<file path="src/rtl/cpec_map.vh">
// Register map, event encodings and reset values of the core event counter block.
// Assumes inclusion by rtl/cpec_top.v and by the directed bench.
`ifndef CPEC_MAP_VH
`define CPEC_MAP_VH
// Printed register indices; byte address is four times the index
`define CPEC_IDX_RETIRED 12'h309
`define CPEC_IDX_CORE_CYC 12'h30a
`define CPEC_IDX_REF_CYC 12'h30b
// Own registers: general-purpose counter and its event select
`define CPEC_IDX_GP_SEL 12'h30c
`define CPEC_IDX_GP_CNT 12'h30d
// Event select field positions
`define CPEC_SEL_EVT_LO 0
`define CPEC_SEL_EVT_HI 7
`define CPEC_SEL_UMASK_LO 8
`define CPEC_SEL_UMASK_HI 15
// Event numbers and unit masks
`define CPEC_EVT_RETIRED 8'hc0
`define CPEC_UM_HOST 8'h08
`define CPEC_EVT_RAT 8'hd2
`define CPEC_UM_RAT_OTHER 8'h10
`define CPEC_EVT_LOAD_BLK 8'h03
`define CPEC_UM_LB_ADDR 8'h02
`define CPEC_UM_LB_DATA 8'h04
`define CPEC_UM_LB_OVERLAP 8'h08
// Reset values
`define CPEC_CNT_RESET 64'h0000000000000000
`define CPEC_SEL_RESET 32'h00000000
// Bus responses
`define CPEC_RESP_OKAY 2'b00
`define CPEC_RESP_SLVERR 2'b10
`endif

</file>
<file path="src/rtl/cpec_top.v">
// Core performance counters: three fixed counters and one event-selected counter.
// Assumes event strobes come from core logic on mclk; ref_tick and the
// stop-clock level come from outside and are synchronised here.
`timescale 1ns/1ps
`include "cpec_map.vh"

// Contract
// - Host-mode select counts retires in root mode only
// - D2H/10H counts other alias-table serialization stalls
// - Counter 309H adds one per retired instruction
// - Multi-op instruction counts at last micro-op
// - Retire counting continues during interrupts, traps
// - Counter 30AH counts unhalted core clock cycles
// - Core cycle count follows actual core clock
// - Counter 30BH counts reference cycles, not halted/stopped
// - Halt entered by halt or monitor-wait instruction
// - Reference count runs at time-stamp rate
// - Reference count keeps constant ratio to bus cycles
// - 03H/02H counts loads awaiting store address
// - 03H/04H counts loads awaiting same-address store data
// - Load-block counts never below blocked loads
// - 03H/08H counts partial store overlap blocks
// - Overlap counts small load unaligned to store
// - Overlap counts misaligned four/eight-byte loads
module cpec_top (
	input wire mclk,
	input wire rstn,
	input wire ce,
	input wire uop_retire,
	input wire uop_last,
	input wire host_mode,
	input wire halt_instruction,
	input wire monitor_wait_instruction,
	input wire wake,
	input wire thermal_stop_clock,
	input wire ref_tick,
	input wire alias_table_serialization_stall_event,
	input wire load_wait_store_address_event,
	input wire load_wait_store_value_event,
	input wire store_partial_overlap,
	input wire store_size_aligned,
	input wire store_covers_load,
	input wire [3:0] load_size,
	input wire load_aligned_to_store,
	input wire load_misaligned,
	input wire [31:0] s_axi_awaddr,
	input wire s_axi_awvalid,
	output wire s_axi_awready,
	input wire [31:0] s_axi_wdata,
	input wire [3:0] s_axi_wstrb,
	input wire s_axi_wvalid,
	output wire s_axi_wready,
	output reg [1:0] s_axi_bresp,
	output reg s_axi_bvalid,
	input wire s_axi_bready,
	input wire [31:0] s_axi_araddr,
	input wire s_axi_arvalid,
	output wire s_axi_arready,
	output reg [31:0] s_axi_rdata,
	output reg [1:0] s_axi_rresp,
	output reg s_axi_rvalid,
	input wire s_axi_rready,
	output reg halted
);

	// Byte lane merge for one 32-bit half of a counter
	function [31:0] merge;
		input [31:0] old;
		input [31:0] nw;
		input [3:0] strb;
		integer i;
		begin
			for (i = 0; i < 4; i = i + 1) begin
				merge[i*8 +: 8] = strb[i] ? nw[i*8 +: 8] : old[i*8 +: 8];
			end
		end
	endfunction

	// Word index from byte address: upper word of a counter sits 0x100 indices above the low word
	function [12:0] widx;
		input [31:0] a;
		begin
			widx = a[14:2];
		end
	endfunction

	// Word index of the low word of counter n; 3 is the event-selected counter
	function [12:0] lo_idx;
		input [1:0] n;
		begin
			if (n == 2'h3) begin
				lo_idx = {1'b0, `CPEC_IDX_GP_CNT};
			end else begin
				lo_idx = {1'b0, `CPEC_IDX_RETIRED + {10'h000, n}};
			end
		end
	endfunction

	// Upper word sits one page of 0x100 words above the low word
	function [12:0] hi_idx;
		input [1:0] n;
		begin
			hi_idx = lo_idx(n) + 13'h0100;
		end
	endfunction

	// Only aligned words in the low window decode, so high address bits cannot alias
	function in_win;
		input [31:0] a;
		begin
			in_win = (a[31:15] == 17'h00000) && (a[1:0] == 2'h0);
		end
	endfunction

	// Synchronisers for inputs from outside mclk
	reg ref_s1_reg;
	reg ref_s2_reg;
	reg ref_s3_reg;
	reg stop_s1_reg;
	reg stop_s2_reg;
	// Tick: two stages against metastability, a third for the edge detect
	always @(posedge mclk or negedge rstn) begin
		if (!rstn) begin
			ref_s1_reg <= 1'b0;
			ref_s2_reg <= 1'b0;
			ref_s3_reg <= 1'b0;
		end else if (ce) begin
			ref_s1_reg <= ref_tick;
			ref_s2_reg <= ref_s1_reg;
			ref_s3_reg <= ref_s2_reg;
		end
	end

	// Stop-clock level: only the second stage is read by logic
	always @(posedge mclk or negedge rstn) begin
		if (!rstn) begin
			stop_s1_reg <= 1'b0;
			stop_s2_reg <= 1'b0;
		end else if (ce) begin
			stop_s1_reg <= thermal_stop_clock;
			stop_s2_reg <= stop_s1_reg;
		end
	end
	// One count per time-stamp tick edge, independent of core frequency
	wire ref_edge = ref_s2_reg & ~ref_s3_reg;

	// Halt state
	always @(posedge mclk or negedge rstn) begin
		if (!rstn) begin
			halted <= 1'b0;
		end else if (ce) begin
			if (halt_instruction | monitor_wait_instruction) begin
				halted <= 1'b1;
			end else if (wake) begin
				halted <= 1'b0;
			end
		end
	end

	// Qualified events
	wire inst_ret = uop_retire & uop_last;

	// Load size classes for the aligned-store overlap cases
	function small_load;
		input [3:0] sz;
		begin
			small_load = (sz == 4'h1) | (sz == 4'h2);
		end
	endfunction

	function wide_load;
		input [3:0] sz;
		begin
			wide_load = (sz == 4'h4) | (sz == 4'h8);
		end
	endfunction

	wire covered = store_size_aligned & store_covers_load;
	wire ovl_partial = store_partial_overlap;
	wire ovl_small = covered & small_load(load_size) & !load_aligned_to_store;
	wire ovl_wide = covered & wide_load(load_size) & load_misaligned;
	wire overlap_hit = ovl_partial | ovl_small | ovl_wide;

	reg [31:0] sel_reg;
	wire [7:0] sel_evt = sel_reg[`CPEC_SEL_EVT_HI:`CPEC_SEL_EVT_LO];
	wire [7:0] sel_um = sel_reg[`CPEC_SEL_UMASK_HI:`CPEC_SEL_UMASK_LO];
	reg gp_hit;
	always @* begin
		gp_hit = 1'b0;
		case (sel_evt)
		`CPEC_EVT_RETIRED: begin
			if (sel_um == `CPEC_UM_HOST) begin
				gp_hit = inst_ret & host_mode;
			end
		end
		`CPEC_EVT_RAT: begin
			if (sel_um == `CPEC_UM_RAT_OTHER) begin
				gp_hit = alias_table_serialization_stall_event;
			end
		end
		`CPEC_EVT_LOAD_BLK: begin
			// Counted every blocked cycle, so a retried load may count twice
			case (sel_um)
			`CPEC_UM_LB_ADDR: gp_hit = load_wait_store_address_event;
			`CPEC_UM_LB_DATA: gp_hit = load_wait_store_value_event;
			`CPEC_UM_LB_OVERLAP: gp_hit = overlap_hit;
			default: gp_hit = 1'b0;
			endcase
		end
		default: gp_hit = 1'b0;
		endcase
	end

	// AXI4-Lite write channel
	reg aw_got_reg;
	reg w_got_reg;
	reg [31:0] awaddr_reg;
	reg [31:0] wdata_reg;
	reg [3:0] wstrb_reg;
	assign s_axi_awready = !aw_got_reg && !s_axi_bvalid;
	assign s_axi_wready = !w_got_reg && !s_axi_bvalid;
	wire wr_go = aw_got_reg & w_got_reg;
	wire [12:0] wi = widx(awaddr_reg);
	wire [12:0] ri = widx(s_axi_araddr);
	wire wr_in = in_win(awaddr_reg);
	wire rd_in = in_win(s_axi_araddr);

	// Counters: low word at index, upper word at index plus 0x100
	reg [63:0] cnt_reg [0:3];
	reg [63:0] cnt_next [0:3];
	reg [3:0] inc;
	reg wr_ok;
	integer kw;
	integer kc;
	integer kr;
	always @* begin
		inc[0] = inst_ret;
		inc[1] = !halted;
		inc[2] = ref_edge & !halted & !stop_s2_reg;
		inc[3] = gp_hit;
		wr_ok = 1'b0;
		for (kw = 0; kw < 4; kw = kw + 1) begin
			cnt_next[kw] = cnt_reg[kw] + {63'd0, inc[kw]};
		end
		// A software write wins over that cycle's increment, word by word
		if (wr_go && wr_in) begin
			for (kw = 0; kw < 4; kw = kw + 1) begin
				if (wi == lo_idx(kw[1:0])) begin
					wr_ok = 1'b1;
					cnt_next[kw][31:0] = merge(cnt_reg[kw][31:0], wdata_reg, wstrb_reg);
				end
				if (wi == hi_idx(kw[1:0])) begin
					wr_ok = 1'b1;
					cnt_next[kw][63:32] = merge(cnt_reg[kw][63:32], wdata_reg, wstrb_reg);
				end
			end
			if (wi == {1'b0, `CPEC_IDX_GP_SEL}) begin
				wr_ok = 1'b1;
			end
		end
	end

	always @(posedge mclk or negedge rstn) begin
		if (!rstn) begin
			for (kc = 0; kc < 4; kc = kc + 1) begin
				cnt_reg[kc] <= `CPEC_CNT_RESET;
			end
			sel_reg <= `CPEC_SEL_RESET;
			aw_got_reg <= 1'b0;
			w_got_reg <= 1'b0;
			awaddr_reg <= 32'h00000000;
			wdata_reg <= 32'h00000000;
			wstrb_reg <= 4'h0;
			s_axi_bvalid <= 1'b0;
			s_axi_bresp <= `CPEC_RESP_OKAY;
		end else if (ce) begin
			for (kc = 0; kc < 4; kc = kc + 1) begin
				cnt_reg[kc] <= cnt_next[kc];
			end
			if (s_axi_awvalid && s_axi_awready) begin
				aw_got_reg <= 1'b1;
				awaddr_reg <= s_axi_awaddr;
			end
			if (s_axi_wvalid && s_axi_wready) begin
				w_got_reg <= 1'b1;
				wdata_reg <= s_axi_wdata;
				wstrb_reg <= s_axi_wstrb;
			end
			if (wr_go) begin
				aw_got_reg <= 1'b0;
				w_got_reg <= 1'b0;
				s_axi_bvalid <= 1'b1;
				s_axi_bresp <= wr_ok ? `CPEC_RESP_OKAY : `CPEC_RESP_SLVERR;
				if (wi == {1'b0, `CPEC_IDX_GP_SEL}) begin
					sel_reg <= merge(sel_reg, wdata_reg, wstrb_reg);
				end
			end else if (s_axi_bvalid && s_axi_bready) begin
				s_axi_bvalid <= 1'b0;
			end
		end
	end

	// Read channel: one-cycle answer, data sampled from the live counter
	assign s_axi_arready = !s_axi_rvalid;
	reg [31:0] rd_val;
	reg rd_ok;
	// Two word reads of a running counter are not atomic; software rereads the high word
	always @* begin
		rd_val = 32'h00000000;
		rd_ok = 1'b0;
		if (rd_in) begin
			for (kr = 0; kr < 4; kr = kr + 1) begin
				if (ri == lo_idx(kr[1:0])) begin
					rd_ok = 1'b1;
					rd_val = cnt_reg[kr][31:0];
				end
				if (ri == hi_idx(kr[1:0])) begin
					rd_ok = 1'b1;
					rd_val = cnt_reg[kr][63:32];
				end
			end
			if (ri == {1'b0, `CPEC_IDX_GP_SEL}) begin
				rd_ok = 1'b1;
				rd_val = sel_reg;
			end
		end
	end

	always @(posedge mclk or negedge rstn) begin
		if (!rstn) begin
			s_axi_rvalid <= 1'b0;
			s_axi_rdata <= 32'h00000000;
			s_axi_rresp <= `CPEC_RESP_OKAY;
		end else if (ce) begin
			if (s_axi_arvalid && s_axi_arready) begin
				s_axi_rvalid <= 1'b1;
				s_axi_rdata <= rd_val;
				s_axi_rresp <= rd_ok ? `CPEC_RESP_OKAY : `CPEC_RESP_SLVERR;
			end else if (s_axi_rready) begin
				s_axi_rvalid <= 1'b0;
			end
		end
	end

endmodule // cpec_top

</file>
<file path="config.mk">
export PLATFORM = sky130hd
export DESIGN_NAME = cpec_top
export DESIGN_NICKNAME = d
export VERILOG_FILES = /design/src/rtl/cpec_top.v
export VERILOG_INCLUDE_DIRS = /design/src /design/src/rtl
export SDC_FILE = /design/constraint.sdc
export NUM_CORES = 1
export LEC_CHECK = 0
export BUFFER_PORTS_ARGS = -buffer_cell sky130_fd_sc_hd__buf_2
export CAP_MARGIN = 20
export CORE_MARGIN = 1.5
export CORE_UTILIZATION = 40
export CTS_BUF_LIST = sky130_fd_sc_hd__clkbuf_4
export DETAILED_ROUTE_END_ITERATION = 16
export PLACE_DENSITY = 0.65
export RECOVER_POWER = 50
export SLEW_MARGIN = 20
export SYNTH_ARGS = -nofsm -noshare
export SYNTH_HDL_FRONTEND = slang
export SYNTH_SLANG_ARGS = --single-unit
</file>
<file path="constraint.sdc">
create_clock -name mclk -period 8.7 [get_ports mclk]
set_input_delay 1.74 -clock mclk [delete_from_list [all_inputs] [get_ports mclk]]
set_output_delay 1.74 -clock mclk [all_outputs]
set_load 0.01 [all_outputs]
</file>
==> impl_metrics.env <==
export IMPL_status="complete, but fails checks"
export IMPL_violations="max-capacitance violations, max-slew violations"
export IMPL_synth_ff_type="dfrtp_1"
export IMPL_cts_made_buffers=113
export IMPL_maxSlewHeadroom_pct=-157.3
export IMPL_numPortBuffers=167
export IMPL_end_kind="register"
export IMPL_core_area_mm2=0.06343
export IMPL_cp_slowest_cell="clkbuf_1"
export IMPL_critPathTopFamily="buffers and inverters"
export IMPL_grt_antenna_before_repair=2
export IMPL_holdBufCountCts=0
export IMPL_hpwl_um=75660
export IMPL_initial_core_util_pct=40.67
export IMPL_clock_power_share_pct=34.0
export IMPL_worst_slew_pin_slew_ps=3859
export IMPL_timing_max_cap_violations=7
export IMPL_synth_area_mm2=0.02579
export IMPL_required_ps=9500
export IMPL_seq_area_frac_synth_pct=38.80
export IMPL_synthArstFlopShare_pct=100.0
export IMPL_crit_path_max_fanout=106
export IMPL_die_height_um=256.9
export IMPL_num_rows=92
export IMPL_grt_max_degree=122
export IMPL_cp_start_kind="input pin"
export IMPL_drt_pass1_iter_count=6
export IMPL_vias_per_cell=6.797
export IMPL_vias=27766
export IMPL_drive_above_1_share_pct=18.55
export IMPL_power_leakage_nw=11.17
export IMPL_ant_nets=0
export IMPL_die_area_mm2=0.06602
export IMPL_routed_wl_um=107500
export IMPL_finalInstanceArea_mm2=0.02883
export IMPL_cts_tree="built"
export IMPL_area_delta_synth_final_pct=11.76
export IMPL_cts_sinks=400
export IMPL_track_usage_pct=31.81
export IMPL_power_frac_comb_pct=20.0
export IMPL_yosys_warnings=0
export IMPL_p_per_area_mw_per_mm2=197.3
export IMPL_fin_ws_ps=3490
export IMPL_hold_viol=0
export IMPL_final_setup_skew_ps=85.65
export IMPL_clock_root_buffer="clkbuf_4"
export IMPL_slew_violations=312
export IMPL_synth_cell_types=92
export IMPL_worstSetupPathType="input pin to register"
export IMPL_path_cells="buf_8 > clkbuf_1 > o41ai_2 > nor3_1 > a211oi_1 > a21oi_1"
export IMPL_fmax_mhz=191.9
export IMPL_clockBufferDepth=3
export IMPL_ios=170
export IMPL_drcViolationCount=0
export IMPL_grt_pass1_vias=25455
export IMPL_cp_buffers_inverters=2
export IMPL_switching_share_pct=38.96
export IMPL_fp_dieW_um=256.9
export IMPL_grt_pass1_wl_um=161800
export IMPL_post_drt_wl_per_cell_um=26.32
export IMPL_gp_congestion=1.008
export IMPL_synth_edff_count=0
export IMPL_post_cts_setup_buffer_count=0
export IMPL_worstPathArrival_ps=6010
export IMPL_post_cts_resized=0
export IMPL_postPlaceCellArea_mm2=0.02730
export IMPL_clk_insertion_delay_late_ps=960
export IMPL_syn_avg_cell_area_um2=8.485
export IMPL_ys_seq_elements=400
export IMPL_p_int_mw=3.472
export IMPL_initialDrtViolationCount=4048
export IMPL_dp_worst_setup_slack_ps=3251
export IMPL_irDropWorstVdd_v=0.0001786
export IMPL_grt_overflow_total=0
export IMPL_fin_crit_ps=5210
export IMPL_min_path_type="register to register"
export IMPL_rsz0062_at_grt="false"
export IMPL_largest_reg_flops=256
export IMPL_path_clk_slew_ps=60
export IMPL_seqPwrFrac_pct=46.0
export IMPL_timing_final_crit_share_pct=59.89
export IMPL_final_setup_viol_count=0
export IMPL_nets=3284
export IMPL_syn_inst=3040
export IMPL_finalSetupTns_ps=0
export IMPL_p_sw_mw=2.216
export IMPL_cp_slowest_stage_delay_ps=2040
export IMPL_htreeDepth=3
Yosys cell counts, types with 47 or more instances:
library cell	number	share of area (%)
a211oi_1	59	1.7
a21oi_1	267	5.2
a31oi_1	47	1.1
and3_1	54	1.3
clkbuf_1	176	2.6
dfrtp_1	400	39
inv_1	49	0.71
mux2_2	102	4.5
nand2_1	280	4.1
nand3_1	181	3.5
nand4_1	116	2.8
nor2_1	173	2.5
nor3_1	107	2.1
nor4_1	64	1.6
o21ai_0	228	4.4
worst min-delay path: stages, from the launching register on:
cell     delay (ps)
dfrtp_1         350
nand2_1          50
o21ai_0          60
metal layers:
metal  vias to the layer above  global-route usage [%]  wire length (µm)
li1                      12079                       -                 -
met1                     13252                   44.32             43260
met3                       371                   8.353             13690
met5                         -                       0                 0
met4                         0                   16.78              6496
met2                      2064                   44.89             44070
per-stage QoR:
step                      cells  hold slack [ps]  util, %  total power, mW
final                      4085            493.1    45.45            5.688
after global routing       4084            521.8    45.45            5.845
after CTS                  4080            501.1    45.47            5.638
after detailed placement   3878            488.5    43.05            3.718
after global placement     3878            464.3    43.05            3.714
after floorplan            3041            469.0        -            2.982
cell usage in the layout, fill, tap and decap left out, drive strengths merged, types with 47 or more instances in the layout:
cell	n
inv	52
nand2	280
a211oi	59
a31oi	47
nor2	177
a21oi	267
nor4	83
nand4	117
buf	225
nand3	185
clkbuf	175
mux2	102
o21ai	231
dfrtp	400
and3	55
nor3	110
area by class of cell:
cell class              count  area (µm²)
diodes                      4       10.01
flip-flops and latches    400       10010
clock inverters            32       261.5
fillers                  6299       34600
well taps                 846        1059
inverters                  50       187.7
multi-input cells        2353       14700
repair buffers            230        1323
clock buffers             170        1276
worst paths after layout:
check                                 from              end  slack, ps  cells past startpoint
setup / recovery                        ce     cnt_reg[153]       3490                      6
hold / removal             s_axi_rdata[21]  s_axi_rdata[21]        490                      2
setup reg to reg               sel_reg[12]      cnt_reg[62]       4630                     15
hold reg to reg            s_axi_rdata[21]  s_axi_rdata[21]        490                      2
max in group asynchronous             rstn   s_axi_rdata[7]       3690                      2
min in group asynchronous             rstn      cnt_reg[79]        870                      1
power groups by stage:
stage                     Sequential (mW)  Combinational [mW]  Clock [mW]
after CTS                            2.59                1.10        1.95
after floorplan                      2.29               0.691           0
final                                2.62                1.14        1.93
after detailed placement             2.62                1.10           0
after global placement               2.62                1.09           0
after global routing                 2.62                1.18        2.05
logic make-up after synthesis:
| group | count (synthesis) | share of synthesized area, % |
|---|---|---|
| AO/OA/AOI/OAI | 1018 | 25.89 |
| XOR/XNOR | 1 | 0.03396 |
| adder cells (fa/ha/maj) | 8 | 0.3881 |
| buffers and inverters | 288 | 4.734 |
| flip-flops | 400 | 38.80 |
| multiplexers | 114 | 4.919 |
| other | 1 | 0.01454 |
| AND/OR/NAND/NOR | 1210 | 25.22 |
No activity file was read; power rests on OpenSTA's default activity.
